===== src/sli_pkg.sv =====
// Constants shared by the front-panel indicator lamp logic
//
// Overview of operation
// - The link lamp is lit only while the upstream transmitter is properly connected to our receiver.
// - A warning blinks the error lamp and leaves operation running.
// - An error lights the error lamp steadily and halts operation, and with neither present the lamp is dark.
// - A system error lights the alarm lamp and holds it until reset.
// - In the single-lamp variant each pulser lamp lights when both phases are on and goes dark when both are off.
// - In the two-lamp variant each phase of each of three pulsers drives its own lamp that follows that phase.
package sli_pkg;

  localparam int unsigned CLK_FREQ_HZ       = 100_000_000;
  localparam int unsigned BLINK_HALF_MS     = 250;
  localparam int unsigned BLINK_HALF_CYCLES = (CLK_FREQ_HZ / 1000) * BLINK_HALF_MS;
  localparam int unsigned PULSER_COUNT      = 3;
  localparam logic        LAMP_RST          = 1'b0;
  localparam logic        SYNC_RST          = 1'b0;
  localparam logic [31:0] BLINK_CNT_RST     = 32'h0000_0000;

  typedef enum logic {
    SLI_ONE_LAMP,
    SLI_TWO_LAMP
  } sli_variant_t;

endpackage


===== src/sli_blink_gen.sv =====
// Free-running square wave used for blinking lamps
`timescale 1ns/10ps
module sli_blink_gen #(
  parameter int unsigned HALF_CYCLES = sli_pkg::BLINK_HALF_CYCLES
) (
  input  wire logic sys_clk_i,
  input  wire logic srst_i,
  output logic      blink_o
);
  import sli_pkg::*;

  logic [31:0] half_cnt;
  logic        wrap;

  assign wrap = (half_cnt == 32'(HALF_CYCLES - 1));

  // Half-period counter
  always_ff @(posedge sys_clk_i) begin
    if (srst_i) begin
      half_cnt <= BLINK_CNT_RST;
    end else if (wrap) begin
      half_cnt <= BLINK_CNT_RST;
    end else begin
      half_cnt <= half_cnt + 32'h0000_0001;
    end
  end

  // Phase toggles once per half period
  always_ff @(posedge sys_clk_i) begin
    if (srst_i) begin
      blink_o <= LAMP_RST;
    end else if (wrap) begin
      blink_o <= ~blink_o;
    end
  end

endmodule // sli_blink_gen


===== src/sli_status_led.sv =====
// Front-panel indicator lamp drivers
`timescale 1ns/10ps
module sli_status_led #(
  parameter sli_pkg::sli_variant_t VARIANT     = sli_pkg::SLI_ONE_LAMP,
  parameter int unsigned           HALF_CYCLES = sli_pkg::BLINK_HALF_CYCLES
) (
  input  wire logic sys_clk_i,
  input  wire logic srst_i,
  input  wire logic net_established_i,
  input  wire logic link_connected_i,
  input  wire logic warning_i,
  input  wire logic error_i,
  input  wire logic system_error_i,
  input  wire logic pulser_one_phase_a_i,
  input  wire logic pulser_one_phase_b_i,
  input  wire logic pulser_two_phase_a_i,
  input  wire logic pulser_two_phase_b_i,
  input  wire logic pulser_three_phase_a_i,
  input  wire logic pulser_three_phase_b_i,
  output logic      status_lamp_o,
  output logic      link_lamp_o,
  output logic      error_lamp_o,
  output logic      alarm_lamp_o,
  output logic      halt_o,
  output logic      pulser_one_lamp_o,
  output logic      pulser_two_lamp_o,
  output logic      pulser_three_lamp_o,
  output logic      pulser_one_phase_a_lamp_o,
  output logic      pulser_one_phase_b_lamp_o,
  output logic      pulser_two_phase_a_lamp_o,
  output logic      pulser_two_phase_b_lamp_o,
  output logic      pulser_three_phase_a_lamp_o,
  output logic      pulser_three_phase_b_lamp_o
);
  import sli_pkg::*;

  logic                    blink;
  logic                    rst_q;
  logic                    link_s1;
  logic                    link_s2;
  logic [PULSER_COUNT-1:0] pha_in;
  logic [PULSER_COUNT-1:0] phb_in;
  logic [PULSER_COUNT-1:0] pha_s1;
  logic [PULSER_COUNT-1:0] pha_s2;
  logic [PULSER_COUNT-1:0] phb_s1;
  logic [PULSER_COUNT-1:0] phb_s2;
  logic [PULSER_COUNT-1:0] single_lamp;
  logic [PULSER_COUNT-1:0] phase_a_lamp;
  logic [PULSER_COUNT-1:0] phase_b_lamp;

  sli_blink_gen #(
    .HALF_CYCLES (HALF_CYCLES)
  ) u_blink (
    .sys_clk_i (sys_clk_i),
    .srst_i    (srst_i),
    .blink_o   (blink)
  );

  assign pha_in = {pulser_three_phase_a_i, pulser_two_phase_a_i, pulser_one_phase_a_i};
  assign phb_in = {pulser_three_phase_b_i, pulser_two_phase_b_i, pulser_one_phase_b_i};

  // Network status lamp
  always_ff @(posedge sys_clk_i) begin
    if (srst_i) begin
      status_lamp_o <= LAMP_RST;
    end else begin
      status_lamp_o <= net_established_i ? 1'b1 : blink;
    end
  end

  // Link detect synchroniser and lamp
  always_ff @(posedge sys_clk_i) begin
    if (srst_i) begin
      link_s1     <= SYNC_RST;
      link_s2     <= SYNC_RST;
      link_lamp_o <= LAMP_RST;
    end else begin
      link_s1     <= link_connected_i;
      link_s2     <= link_s1;
      link_lamp_o <= link_s2;
    end
  end

  // Error lamp and halt request; error outranks warning
  always_ff @(posedge sys_clk_i) begin
    if (srst_i) begin
      error_lamp_o <= LAMP_RST;
      halt_o       <= LAMP_RST;
    end else begin
      if (error_i) begin
        error_lamp_o <= 1'b1;
      end else if (warning_i) begin
        error_lamp_o <= blink;
      end else begin
        error_lamp_o <= 1'b0;
      end
      halt_o <= error_i;
    end
  end

  // Alarm lamp latches until reset
  always_ff @(posedge sys_clk_i) begin
    if (srst_i) begin
      alarm_lamp_o <= LAMP_RST;
    end else if (system_error_i) begin
      alarm_lamp_o <= 1'b1;
    end
  end

  // Per-pulser phase synchronisers and lamps
  for (genvar g = 0; g < PULSER_COUNT; g++) begin : g_pulser
    always_ff @(posedge sys_clk_i) begin
      if (srst_i) begin
        pha_s1[g] <= SYNC_RST;
        pha_s2[g] <= SYNC_RST;
        phb_s1[g] <= SYNC_RST;
        phb_s2[g] <= SYNC_RST;
      end else begin
        pha_s1[g] <= pha_in[g];
        pha_s2[g] <= pha_s1[g];
        phb_s1[g] <= phb_in[g];
        phb_s2[g] <= phb_s1[g];
      end
    end

    // Mixed phases hold the previous lamp state
    always_ff @(posedge sys_clk_i) begin
      if (srst_i) begin
        single_lamp[g] <= LAMP_RST;
      end else if (VARIANT != SLI_ONE_LAMP) begin
        single_lamp[g] <= 1'b0;
      end else if (pha_s2[g] && phb_s2[g]) begin
        single_lamp[g] <= 1'b1;
      end else if (!pha_s2[g] && !phb_s2[g]) begin
        single_lamp[g] <= 1'b0;
      end
    end

    always_ff @(posedge sys_clk_i) begin
      if (srst_i) begin
        phase_a_lamp[g] <= LAMP_RST;
        phase_b_lamp[g] <= LAMP_RST;
      end else begin
        phase_a_lamp[g] <= (VARIANT == SLI_TWO_LAMP) && pha_s2[g];
        phase_b_lamp[g] <= (VARIANT == SLI_TWO_LAMP) && phb_s2[g];
      end
    end

    if (VARIANT == SLI_ONE_LAMP) begin : g_one_chk
      property p_pulser_both_on;
        @(posedge sys_clk_i) disable iff (srst_i || rst_q)
          (pha_s2[g] && phb_s2[g]) |=> single_lamp[g];
      endproperty
      a_pulser_both_on: assert property (p_pulser_both_on)
        else $error("Pulser lamp dark with both phases on");

      property p_pulser_both_off;
        @(posedge sys_clk_i) disable iff (srst_i || rst_q)
          (!pha_s2[g] && !phb_s2[g]) |=> !single_lamp[g];
      endproperty
      a_pulser_both_off: assert property (p_pulser_both_off)
        else $error("Pulser lamp lit with both phases off");
    end else begin : g_two_chk
      property p_phase_lamp;
        @(posedge sys_clk_i) disable iff (srst_i || rst_q)
          pha_in[g] [*4] |-> (phase_a_lamp[g] && !single_lamp[g]);
      endproperty
      a_phase_lamp: assert property (p_phase_lamp)
        else $error("Phase A lamp not following a steady phase input");
    end
  end

  assign pulser_one_lamp_o           = single_lamp[0];
  assign pulser_two_lamp_o           = single_lamp[1];
  assign pulser_three_lamp_o         = single_lamp[2];
  assign pulser_one_phase_a_lamp_o   = phase_a_lamp[0];
  assign pulser_one_phase_b_lamp_o   = phase_b_lamp[0];
  assign pulser_two_phase_a_lamp_o   = phase_a_lamp[1];
  assign pulser_two_phase_b_lamp_o   = phase_b_lamp[1];
  assign pulser_three_phase_a_lamp_o = phase_a_lamp[2];
  assign pulser_three_phase_b_lamp_o = phase_b_lamp[2];

  // Reset seen one edge late, so checks skip the edge that leaves reset
  always_ff @(posedge sys_clk_i) begin
    rst_q <= srst_i;
  end

  // Checks
  property p_status_steady;
    @(posedge sys_clk_i) disable iff (srst_i || rst_q)
      net_established_i |=> status_lamp_o;
  endproperty
  a_status_steady: assert property (p_status_steady)
    else $error("Status lamp not steady after establishment");

  property p_status_blink;
    @(posedge sys_clk_i) disable iff (srst_i || rst_q)
      !net_established_i |=> (status_lamp_o == $past(blink));
  endproperty
  a_status_blink: assert property (p_status_blink)
    else $error("Status lamp not blinking while pending");

  property p_link_follow;
    @(posedge sys_clk_i) disable iff (srst_i || rst_q)
      link_connected_i [*4] |-> link_lamp_o;
  endproperty
  a_link_follow: assert property (p_link_follow)
    else $error("Link lamp dark while connected");

  property p_link_dark;
    @(posedge sys_clk_i) disable iff (srst_i || rst_q)
      !link_connected_i [*4] |-> !link_lamp_o;
  endproperty
  a_link_dark: assert property (p_link_dark)
    else $error("Link lamp lit while disconnected");

  property p_warn_blink;
    @(posedge sys_clk_i) disable iff (srst_i || rst_q)
      (warning_i && !error_i) |=> (!halt_o && error_lamp_o == $past(blink));
  endproperty
  a_warn_blink: assert property (p_warn_blink)
    else $error("Warning did not blink or halted operation");

  property p_error_on;
    @(posedge sys_clk_i) disable iff (srst_i || rst_q)
      error_i |=> (error_lamp_o && halt_o);
  endproperty
  a_error_on: assert property (p_error_on)
    else $error("Error did not light lamp and halt");

  property p_error_dark;
    @(posedge sys_clk_i) disable iff (srst_i || rst_q)
      (!error_i && !warning_i) |=> (!error_lamp_o && !halt_o);
  endproperty
  a_error_dark: assert property (p_error_dark)
    else $error("Error lamp lit with nothing pending");

  property p_alarm_latch;
    @(posedge sys_clk_i) disable iff (srst_i || rst_q)
      system_error_i |=> alarm_lamp_o [*8];
  endproperty
  a_alarm_latch: assert property (p_alarm_latch)
    else $error("Alarm lamp not latched after system error");

endmodule // sli_status_led


===== config.mk =====
export PLATFORM = sky130hd
export DESIGN_NAME = sli_status_led
export DESIGN_NICKNAME = d
export VERILOG_FILES = /design/src/sli_pkg.sv /design/src/sli_blink_gen.sv /design/src/sli_status_led.sv
export SDC_FILE = /design/constraint.sdc
export NUM_CORES = 1
export LEC_CHECK = 0
export ABC_CLOCK_PERIOD_IN_PS = 2000
export BUFFER_PORTS_ARGS = -buffer_cell sky130_fd_sc_hd__buf_4
export CAP_MARGIN = 20
export CORE_MARGIN = 2
export CORE_UTILIZATION = 35
export CTS_CLUSTER_DIAMETER = 60
export DETAILED_ROUTE_END_ITERATION = 12
export RECOVER_POWER = 100
export SLEW_MARGIN = 25
export SYNTH_ARGS = -nofsm -noshare
export SYNTH_HDL_FRONTEND = slang
export SYNTH_HIERARCHICAL = 1
export SYNTH_SLANG_ARGS = --single-unit

===== constraint.sdc =====
create_clock -name sys_clk_i -period 2 [get_ports sys_clk_i]
set_clock_uncertainty 0.15 [all_clocks]
set_input_delay 0.2 -clock sys_clk_i [delete_from_list [all_inputs] [get_ports sys_clk_i]]
set_output_delay 0.2 -clock sys_clk_i [all_outputs]
set_load 0.01 [all_outputs]

== Yosys cells after proc, flatten, opt, wreduce, memory -nomap -nowiden ==
Index checks and enable logic that the tools add are counted.

* Equal/unequal tests: 1
* Reduce and logical (&&, ||, !) cells: 16
* Add/subtract/negate cells: 1
* Muxes and demuxes: 9
* Bitwise logic cells: 1

{| class="wikitable"
|+ Operators by type and width
! operator !! count
|-
| 32-bit by 1-bit adder with 32-bit output, second input constant || 1
|-
| 32-bit by 25-bit equality test with 1-bit output, second input constant || 1
|-
| 1-bit 2-to-1 mux || 9
|-
| 1-bit logical AND || 6
|-
| 1-bit zero test || 6
|-
| 2-bit nonzero test || 3
|-
| 2-bit OR reduction || 1
|-
| 1-bit NOT || 1
|}

* Flip-flop bits (word level): 55
* Logic and storage cells: 52
* Input bits: 13
* Output and inout bits: 14

== Depth between registers and ports, before layout ==
Gate-level depths: netlist of run 1.

* Depth in word-level cells: 4
* Gate-level depth with buffers: 6
* Mapped depth without buffers: 5

== Cells and area by module ==
The synthesis of run 1 kept the hierarchy.

{| class="wikitable"
|+ By module, submodules not included
! module !! sequential area each (µm²) !! cells each !! area each (µm²) !! instances
|-
| sli_blink_gen || 660.6 || 182 || 1,572.8 || 1
|-
| sli_status_led || 440.4 || 62 || 744.5 || 1
|}

== Least setup slack after synthesis of run 1 ==
OpenSTA, ideal clock, no wires.

* Kind: reg-to-reg
* Start point: reg u_blink.half_cnt[0]
* End point: reg u_blink.half_cnt[10]
* Clock period less this slack: 1.978 ns
* Setup slack: 0.022 ns
* Data arrival time: 1.711 ns
* Cell stages (with the launch flop): 7
* Setup time: 0.117 ns
* Buffers on the path: 1
* Required time: 1.733 ns
* Cell sequence: dfxtp_1 -> ha_1 -> nand2_1 -> or4_4 -> o31ai_2 -> buf_2 -> nor2_1

* Cells in the longest elaborated chain, start to end: 2
* Elaborated cells between the ends (all ways): 3
* Those cells by class: 1 x add/sub; 1 x eq/ne; 1 x reduce/logical

{| class="wikitable"
|+ RTL lines
! item !! line !! text
|-
| start, declared || sli_blink_gen.sv:12 || <nowiki>logic [31:0] half_cnt;</nowiki>
|-
| start signal, assigned || sli_blink_gen.sv:24 || <nowiki>half_cnt <= half_cnt + 32'h0000_0001;</nowiki>
|-
| parallel branches: the longest is 2 deep, another holds 32-bit by 1-bit adder with 32-bit output || - ||
|}

Several ways; the timed one is not identified.
A chain may end at the register's enable or synchronous reset.

== Worst setup path after layout of run 1 ==
* Start point: reg u_blink.half_cnt[6]
* End point: reg u_blink.blink_o

* Cells in the longest elaborated chain, start to end: 1

{| class="wikitable"
|+ RTL lines
! item !! line !! text
|-
| 32-bit by 25-bit equality test with 1-bit output || sli_blink_gen.sv:15 || <nowiki>assign wrap = (half_cnt == 32'(HALF_CYCLES - 1));</nowiki>
|-
| end signal, assigned || sli_blink_gen.sv:33 || <nowiki>blink_o <= ~blink_o;</nowiki>
|-
| end, declared || sli_blink_gen.sv:8 || <nowiki>output logic blink_o</nowiki>
|}

Every way passes these cells.

==> impl_metrics.prom, run 1 <==
# TYPE chip_impl_metric gauge
chip_impl_info{name="run_status",value="finished, violations left"} 1
chip_impl_info{name="failed_checks",value="setup timing"} 1
chip_impl_metric{name="synth_simple_gate_area_share",unit="%"} 29.3
chip_impl_metric{name="routed_len_inst",unit="microns"} 13.3
chip_impl_info{name="worst_min_delay_path_class",value="input port to flip-flop"} 1
chip_impl_metric{name="netlist-cell-type-count",unit=""} 36
chip_impl_metric{name="synthAdderAreaFrac",unit="%"} 2.16
chip_impl_metric{name="achievable-frequency",unit="MHz"} 499
chip_impl_metric{name="setup_viol_count_final",unit=""} 1
chip_impl_metric{name="timing.critical_path.arrival",unit="ns"} 2.11
chip_impl_info{name="critical_path.endpoint_type",value="flip-flop"} 1
chip_impl_metric{name="min_period_over_period",unit="%"} 100
chip_impl_metric{name="placed_cells",unit=""} 361
chip_impl_metric{name="internal_power",unit="W"} 0.00146
chip_impl_metric{name="grt_first_pass_wirelength",unit="microns"} 8360
chip_impl_metric{name="switchingPower",unit="W"} 0.000466
chip_impl_metric{name="mappedNetlistArea",unit="sq um"} 2320
chip_impl_metric{name="max_cap_violations",unit=""} 0
chip_impl_metric{name="synthesis.area_per_instance",unit="sq um"} 9.50
chip_impl_metric{name="area_growth_syn_to_layout",unit="%"} 33.5
chip_impl_metric{name="viasPerCell",unit=""} 5.07
chip_impl_info{name="nature_of_the_critical_path_startpoint",value="flip-flop"} 1
chip_impl_metric{name="synthCells",unit=""} 244
chip_impl_metric{name="grt_use_total",unit="%"} 14.3
chip_impl_metric{name="clk_transition_reported_paths",unit="ns"} 0.11
chip_impl_metric{name="placement.cell_area",unit="sq um"} 2730
chip_impl_metric{name="ys_seq_area_share",unit="%"} 47.5
chip_impl_metric{name="antenna_left",unit=""} 0
chip_impl_metric{name="grt.overflow.total",unit=""} 0
chip_impl_metric{name="complex_gate_fraction_of_the_synthesized_area",unit="%"} 9.34
chip_impl_metric{name="finalCriticalPeriod",unit="ns"} 2.00
chip_impl_metric{name="initial_utilization",unit="%"} 36.3
chip_impl_info{name="rsz0062_at_grt",value="yes"} 1
chip_impl_metric{name="ctsHtreeMaxLevel",unit=""} 2
chip_impl_metric{name="synth-xor-area-share",unit="%"} 5.29
chip_impl_metric{name="nNetsFinal",unit=""} 329
chip_impl_metric{name="post_route_non_filler_standard_cell_count",unit=""} 390
chip_impl_metric{name="worst-r2r-cell-count",unit=""} 6
chip_impl_metric{name="hold_viol",unit=""} 0
chip_impl_metric{name="finalWirelength",unit="microns"} 5190
chip_impl_metric{name="timing.critical_path.fanout_max",unit=""} 3
chip_impl_metric{name="drt_drc_violations_left",unit=""} 0
chip_impl_metric{name="hold_depth",unit=""} 2
chip_impl_metric{name="clock_sinks",unit=""} 55
chip_impl_metric{name="finalMaxSlewViolations",unit=""} 0
chip_impl_metric{name="power.density",unit="nW/um^2"} 622
chip_impl_info{name="clock-root-buffer",value="sky130_fd_sc_hd__clkbuf_8"} 1
chip_impl_metric{name="first_pass_iters",unit=""} 4
chip_impl_metric{name="required",unit="ns"} 2.11
chip_impl_metric{name="fp-row-count",unit=""} 29
chip_impl_metric{name="power.switching_fraction",unit="%"} 24.2
chip_impl_metric{name="floorplan.core_area",unit="sq um"} 6390
chip_impl_metric{name="dp_worst_setup_slack",unit="ns"} -0.0161
chip_impl_metric{name="vdd_ir_drop_max",unit="uV"} 377
chip_impl_metric{name="max-clock-path-buffers",unit=""} 2
chip_impl_metric{name="via_count_of_the_first_global_routing_pass",unit=""} 1824
chip_impl_metric{name="hpwlAfterDp",unit="microns"} 3390
chip_impl_metric{name="timing.reg2reg.setup_slack",unit="ns"} -0.003
chip_impl_metric{name="leakagePower",unit="nW"} 1.15
chip_impl_metric{name="dr_total_vias",unit=""} 1977
chip_impl_metric{name="inserted_clock_buffers",unit=""} 5
chip_impl_info{name="largest_family_of_logic_cells_by_synthesized_area",value="simple AND/OR/NAND/NOR gates"} 1
chip_impl_metric{name="place.port_buffers",unit=""} 20
chip_impl_metric{name="utilization_of_the_core_after_routing",unit="%"} 48.5
chip_impl_metric{name="dieArea",unit="sq um"} 7290
chip_impl_metric{name="grt_antenna_before_repair",unit=""} 0
chip_impl_metric{name="synthMuxAreaShare",unit="%"} 1.30
chip_impl_metric{name="ys_ff_latch",unit=""} 55
chip_impl_metric{name="combPwrFrac",unit="%"} 6.6
chip_impl_metric{name="drt_iter0_drc",unit=""} 106
chip_impl_metric{name="worst_slack",unit="ns"} -0.00280
chip_impl_metric{name="die_height",unit="microns"} 85.4
chip_impl_metric{name="io-pin-count",unit=""} 27
chip_impl_metric{name="warnings_synthesis",unit=""} 6
chip_impl_metric{name="antenna_cells_inserted",unit=""} 0
chip_impl_metric{name="gp_routability_congestion",unit=""} 0.831
chip_impl_info{name="cts_tree",value="built"} 1
chip_impl_metric{name="post-route-cell-area",unit="sq um"} 3090
chip_impl_metric{name="insertion_delay",unit="ns"} 0.32
chip_impl_metric{name="clock_power_share",unit="%"} 34.7
chip_impl_info{name="setup.worst_path.class",value="flip-flop to flip-flop"} 1
chip_impl_metric{name="p_seq_share",unit="%"} 58.7
chip_impl_metric{name="layout-drive-gt1-share",unit="%"} 30.0
chip_impl_metric{name="fp.dieW",unit="microns"} 85.4
chip_impl_metric{name="totalPowerFinal",unit="W"} 0.00193
chip_impl_metric{name="largest_net_degree_at_the_start_of_global_routing",unit=""} 26
## final timing paths
check | from | to
worst min-delay path | srst_i | phb_s2[1]
worst max-delay path | u_blink/half_cnt[6] | u_blink/blink_o
worst min register to register | pha_s1[2] | pha_s2[2]
worst max register to register | u_blink/half_cnt[6] | u_blink/blink_o
## metrics by stage
step	setup TNS (ns)	hold WS (ns)
3_5_place_dp	-0.0439	0.264
3_3_place_gp	0	0.261
4_1_cts	-0.00178	0.0839
6_report	-0.00280	0.0863
5_1_grt	-1.51	0.0870
2_1_floorplan	0	0.119
## cell usage after synthesis
library cell	count	area (sq um)
sky130_fd_sc_hd__a31o_2	1	8.76
sky130_fd_sc_hd__mux2i_1	3	30.0
sky130_fd_sc_hd__inv_1	5	18.8
sky130_fd_sc_hd__nor4_1	5	31.3
sky130_fd_sc_hd__a21oi_1	18	90.1
sky130_fd_sc_hd__nor4b_1	2	17.5
sky130_fd_sc_hd__nor3_1	2	10.0
sky130_fd_sc_hd__o31ai_1	10	75.1
sky130_fd_sc_hd__and2_1	1	6.26
sky130_fd_sc_hd__nor2b_2	11	96.3
sky130_fd_sc_hd__nand3b_1	1	7.51
sky130_fd_sc_hd__and3_1	1	6.26
sky130_fd_sc_hd__nor2b_1	3	18.8
sky130_fd_sc_hd__o21ai_0	6	30.0
sky130_fd_sc_hd__buf_6	2	22.5
sky130_fd_sc_hd__nand4_1	9	56.3
sky130_fd_sc_hd__or3_1	6	37.5
sky130_fd_sc_hd__clkbuf_1	1	3.75
sky130_fd_sc_hd__dfxtp_1	55	1100
sky130_fd_sc_hd__nand2_1	11	41.3
sky130_fd_sc_hd__nand4_4	1	21.3
sky130_fd_sc_hd__o31ai_2	1	12.5
sky130_fd_sc_hd__conb_1	1	3.75
sky130_fd_sc_hd__and2b_1	2	15.0
sky130_fd_sc_hd__or4_4	2	22.5
sky130_fd_sc_hd__buf_2	4	20.0
sky130_fd_sc_hd__buf_4	6	45.0
sky130_fd_sc_hd__and4_1	6	52.6
sky130_fd_sc_hd__xor2_1	5	43.8
sky130_fd_sc_hd__clkbuf_2	1	5.00
sky130_fd_sc_hd__or4_1	10	75.1
sky130_fd_sc_hd__or2_2	1	6.26
sky130_fd_sc_hd__nor2_1	27	101
sky130_fd_sc_hd__nand3_1	11	55.1
sky130_fd_sc_hd__xnor2_1	9	78.8
sky130_fd_sc_hd__ha_1	4	50.1
## layer usage
| layer | vias to the layer above | routed length [microns] | share of wire, % | track usage, % |
|---|---|---|---|---|
| met2 | 37 | 2460 | 47 | 23.3 |
| met4 | 0 | 73 | 1.4 | 5.92 |
| li1 | 1002 | - | - | - |
| met1 | 932 | 2440 | 47 | 18.5 |
| met5 | - | 0 | 0 | 0 |
| met3 | 6 | 211 | 4.1 | 2.92 |
## flip-flops by register name, summed over array words and instances, names as in the netlist
signal / count
u_blink/blink_o: 1
status_lamp_o: 1
link_s2: 1
error_lamp_o: 1
halt_o: 1
phb_s2: 3
link_lamp_o: 1
pha_s2: 3
pha_s1: 3
phb_s1: 3
link_s1: 1
pulser_one_lamp_o: 1
alarm_lamp_o: 1
u_blink/half_cnt: 32
pulser_two_lamp_o: 1
pulser_three_lamp_o: 1
## cells by family after synthesis
group | Yosys count
compound gates | 36
xor+xnor | 14
fa+ha+maj | 4
buf+inv | 19
flops | 55
mux | 3
other cells | 1
simple gates | 112
## layout make-up
type	count	area [sq um]
Clock inverter	3	31.3
Timing Repair Buffer	69	574
Tap cell	77	96.3
Clock buffer	5	68.8
Sequential cell	55	1110
Inverter	5	18.8
Fill cell	601	3290
Multi-Input combinational cell	176	1190
## power groups by stage
stage	clock, W	combinational [W]	sequential [W]
detailed placement	0	0.0000961	0.00115
CTS	0.000688	0.000127	0.00113
floorplan	0	0.0000623	0.00115
global placement	0	0.0000949	0.00115
global route	0.000730	0.000139	0.00113
finish	0.000669	0.000127	0.00113
## worst max-delay path: stages (launching register included)
cell and delay, ns:
sky130_fd_sc_hd__dfxtp_2 0.35, sky130_fd_sc_hd__buf_4 0.15, sky130_fd_sc_hd__nor4_2 0.30, sky130_fd_sc_hd__nand3_2 0.17
sky130_fd_sc_hd__buf_4 0.18, sky130_fd_sc_hd__or4_1 0.51, sky130_fd_sc_hd__a21oi_1 0.13
## layout by cell type (no fill, tap or decap), types with 4 or more instances in the layout
cell type,Yosys,routed
sky130_fd_sc_hd__a21oi_1,18,16
sky130_fd_sc_hd__buf_4,6,36
sky130_fd_sc_hd__nor2_1,27,27
sky130_fd_sc_hd__or4_1,10,9
sky130_fd_sc_hd__conb_1,1,6
sky130_fd_sc_hd__nand4_1,9,9
sky130_fd_sc_hd__nor2b_2,11,10
sky130_fd_sc_hd__nor2b_1,3,4
sky130_fd_sc_hd__xor2_1,5,5
sky130_fd_sc_hd__inv_1,5,5
sky130_fd_sc_hd__nand2_1,11,10
sky130_fd_sc_hd__dlygate4sd3_1,0,11
sky130_fd_sc_hd__dfxtp_1,55,46
sky130_fd_sc_hd__clkbuf_1,1,8
sky130_fd_sc_hd__o31ai_1,10,10
sky130_fd_sc_hd__dfxtp_2,0,9
sky130_fd_sc_hd__nand3_1,11,9
sky130_fd_sc_hd__clkbuf_4,0,10
sky130_fd_sc_hd__clkbuf_8,0,5
sky130_fd_sc_hd__or4_4,2,4
sky130_fd_sc_hd__or3_1,6,6
sky130_fd_sc_hd__o21ai_0,6,6
sky130_fd_sc_hd__xnor2_1,9,9
sky130_fd_sc_hd__and4_1,6,6
## what timing repair did
| action | in CTS | in global routing |
|---|---|---|
| setup buffers | 4 | 3 |
| resized for setup | 14 | 8 |
| gates cloned | 2 | 1 |
| hold buffers | 11 | 0 |
| endpoints found under the hold margin | 11 | 0 |
| pin swaps | 12 | 6 |
| setup endpoints to repair | 18 | 32 |
Note: power is estimated with default switching activity, not from simulation.
==> run 2, diff against run 1 <==
CELL_PAD_IN_SITES_DETAIL_PLACEMENT = 1   (was default)
CELL_PAD_IN_SITES_GLOBAL_PLACEMENT = 2   (was default)
CORE_UTILIZATION = 32   (was 35)
PLACE_DENSITY_LB_ADDON = 0.1   (was default)
REMOVE_ABC_BUFFERS = 1   (was default)
==> run 2 against run 1 <==
Compared with the run above:
- the flow still finishes with violations (setup timing)
- cell area grew 7.8%
- sequential share of layout area shrank 2.4 points
- fmax shrank 0.76%
- clock power grew 1%
- combinational power grew 12%
- setup slack lost 0.015 ns
- via count grew 2.7%
- non-clock buffer count grew 11
- total power grew 1.2%
- critical path type unchanged
==> impl_metrics.prom, run 2 (synthesized netlist as in run 1, its figures left out) <==
# TYPE chip_impl_metric gauge
chip_impl_info{name="run_status",value="finished, violations left"} 1
chip_impl_info{name="failed_checks",value="setup timing"} 1
chip_impl_metric{name="clock_sinks",unit=""} 55
chip_impl_info{name="layout.cells.most_common_list",value="42 x sky130_fd_sc_hd__dfxtp_1, 42 x sky130_fd_sc_hd__buf_4, 24 x sky130_fd_sc_hd__nor2_1, 12 x sky130_fd_sc_hd__a21oi_2, 12 x sky130_fd_sc_hd__dfxtp_2"} 1
chip_impl_metric{name="min_period_over_period",unit="%"} 101
chip_impl_metric{name="largest_register_ffs",unit=""} 32
chip_impl_metric{name="first_pass_iters",unit=""} 4
chip_impl_metric{name="power.density",unit="nW/um^2"} 585
chip_impl_metric{name="grt_antenna_before_repair",unit=""} 0
chip_impl_metric{name="required",unit="ns"} 2.11
chip_impl_metric{name="clk_transition_reported_paths",unit="ns"} 0.11
chip_impl_metric{name="nNetsFinal",unit=""} 340
chip_impl_metric{name="grt.overflow.total",unit=""} 0
chip_impl_metric{name="post_route_non_filler_standard_cell_count",unit=""} 423
chip_impl_metric{name="finalCriticalPeriod",unit="ns"} 2.02
chip_impl_metric{name="via_count_of_the_first_global_routing_pass",unit=""} 2050
chip_impl_metric{name="layout-drive-gt1-share",unit="%"} 40.1
chip_impl_metric{name="grt_use_total",unit="%"} 16.2
chip_impl_metric{name="inserted_clock_buffers",unit=""} 5
chip_impl_metric{name="max_cap_violations",unit=""} 0
chip_impl_metric{name="num-fill-cells",unit=""} 835
chip_impl_metric{name="max-clock-path-buffers",unit=""} 2
chip_impl_info{name="cp_slowest_cell",value="sky130_fd_sc_hd__or4_4"} 1
chip_impl_metric{name="leakagePower",unit="nW"} 1.24
chip_impl_metric{name="totalPowerFinal",unit="W"} 0.00195
chip_impl_info{name="worst_min_delay_path_class",value="input port to flip-flop"} 1
chip_impl_metric{name="area_growth_syn_to_layout",unit="%"} 44.0
chip_impl_metric{name="setup_viol_count_final",unit=""} 1
chip_impl_metric{name="fp.dieW",unit="microns"} 89.1
chip_impl_info{name="crit_chain",value="nand4_1, or4_4, or4_4, a21oi_2"} 1
chip_impl_metric{name="finalMaxSlewViolations",unit=""} 0
chip_impl_metric{name="worst_slack",unit="ns"} -0.0181
chip_impl_metric{name="floorplan.core_area",unit="sq um"} 7140
chip_impl_metric{name="gp_routability_congestion",unit=""} 0.751
chip_impl_metric{name="die_height",unit="microns"} 89.1
chip_impl_metric{name="antenna_cells_inserted",unit=""} 0
chip_impl_metric{name="timing.reg2reg.setup_slack",unit="ns"} -0.02
chip_impl_info{name="critical_path.endpoint_type",value="flip-flop"} 1
chip_impl_info{name="rsz0062_at_grt",value="yes"} 1
chip_impl_metric{name="hold_viol",unit=""} 0
chip_impl_metric{name="drt_iter0_drc",unit=""} 66
chip_impl_info{name="cts_tree",value="built"} 1
chip_impl_metric{name="utilization_of_the_core_after_routing",unit="%"} 46.7
chip_impl_info{name="clock-root-buffer",value="sky130_fd_sc_hd__clkbuf_8"} 1
chip_impl_metric{name="finalWirelength",unit="microns"} 6370
chip_impl_metric{name="vdd_ir_drop_max",unit="uV"} 360
chip_impl_metric{name="achievable-frequency",unit="MHz"} 496
chip_impl_info{name="largest_reg_by_ff_count",value="u_blink/half_cnt"} 1
chip_impl_metric{name="hold_slack",unit="ns"} 0.0907
chip_impl_metric{name="timing.critical_path.arrival",unit="ns"} 2.12
chip_impl_metric{name="insertion_delay",unit="ns"} 0.31
chip_impl_metric{name="drt_drc_violations_left",unit=""} 0
chip_impl_metric{name="timing.critical_path.fanout_max",unit=""} 5
chip_impl_info{name="crit_top_cell",value="sky130_fd_sc_hd__or4_4"} 1
chip_impl_info{name="setup.worst_path.class",value="flip-flop to flip-flop"} 1
chip_impl_info{name="critical_path.top_delay_family",value="simple AND/OR/NAND/NOR gates"} 1
chip_impl_metric{name="io-pin-count",unit=""} 27
chip_impl_metric{name="dr_total_vias",unit=""} 2031
chip_impl_metric{name="ctsHtreeMaxLevel",unit=""} 2
chip_impl_metric{name="routed_len_inst",unit="microns"} 15.1
chip_impl_metric{name="viasPerCell",unit=""} 4.80
chip_impl_metric{name="largest_net_degree_at_the_start_of_global_routing",unit=""} 26
chip_impl_metric{name="place.port_buffers",unit=""} 20
chip_impl_metric{name="dieArea",unit="sq um"} 7940
chip_impl_metric{name="initial_utilization",unit="%"} 32.5
chip_impl_metric{name="buf_inv_on_cp",unit=""} 0
chip_impl_metric{name="fp-row-count",unit=""} 31
chip_impl_metric{name="hpwlAfterDp",unit="microns"} 4140
chip_impl_metric{name="grt_first_pass_wirelength",unit="microns"} 9850
chip_impl_metric{name="antenna_left",unit=""} 0
chip_impl_metric{name="placed_cells",unit=""} 394
chip_impl_info{name="nature_of_the_critical_path_startpoint",value="flip-flop"} 1
chip_impl_metric{name="critical_path.max_stage_delay",unit="ns"} 0.61
[run 2: cell types whose count changed in the layout (fill, tap and decap cells not counted), sizes merged]
cell	previous run	this run
bufbuf	1	0
buf	38	49
clkinv	1	0
clkbuf	24	26
[run 2: area by class of cell]
cell class / instances / area (sq um) / area share [%]
clock buffer: 6 / 82.6 / 2.48
clock inverter: 2 / 17.5 / 0.525
inverter: 5 / 18.8 / 0.563
multi-input combinational: 176 / 1300 / 38.9
sequential: 55 / 1120 / 33.6
tap: 99 / 124 / 3.71
timing repair buffer: 80 / 676 / 20.3
[run 2: repair_timing]
| item | 4_1_cts | 5_1_grt |
|---|---|---|
| hold endpoints to repair | 11 | 0 |
| endpoints found under the setup margin | 32 | 32 |
| hold buffers | 11 | 0 |
| gates resized for setup | 15 | 45 |
| pin swaps | 11 | 22 |
| cloned | 1 | 3 |
| setup buffers | 2 | 4 |
[run 2: path summary, 6_finish.rpt]
path                        from                   end  depth (start not counted)
max          u_blink/half_cnt[7]  u_blink/half_cnt[21]                          4
min                       srst_i             pha_s1[1]                          2
max reg2reg  u_blink/half_cnt[7]  u_blink/half_cnt[21]                          4
min reg2reg            phb_s1[1]             phb_s2[1]                          1
[run 2: worst reg2reg max path: stages, from the launching register on]
cell and delay (ns):
sky130_fd_sc_hd__dfxtp_2 0.35, sky130_fd_sc_hd__nand4_1 0.22, sky130_fd_sc_hd__or4_4 0.61, sky130_fd_sc_hd__or4_4 0.51, sky130_fd_sc_hd__a21oi_2 0.12
[run 2: metrics by stage]
step	setup TNS, ns	instance area [sq um]	worst slack (ns)
2_1_floorplan	-20.70	2240	-0.689
3_3_place_gp	-1.42	2840	-0.0556
3_5_place_dp	-0.929	2840	-0.0718
4_1_cts	-0.391	3100	-0.0313
5_1_grt	-0.542	3340	-0.0736
6_report	-0.0181	3340	-0.0181
[run 2: per-layer routing]
layer  vias to the layer above  wire length, microns  global-route usage [%]
li1                       1017                     -                       -
met1                       986                  3040                    21.3
met2                        24                  3080                    26.7
met3                         4                   186                    3.69
met4                         0                    65                    4.48
met5                         -                     0                       0
[run 2: power by group]
group	internal [W]	switching [W]	total (W)
Sequential	0.00112	0.0000107	0.00113
Clock	0.000291	0.000388	0.000679
Combinational	0.0000810	0.0000613	0.000142
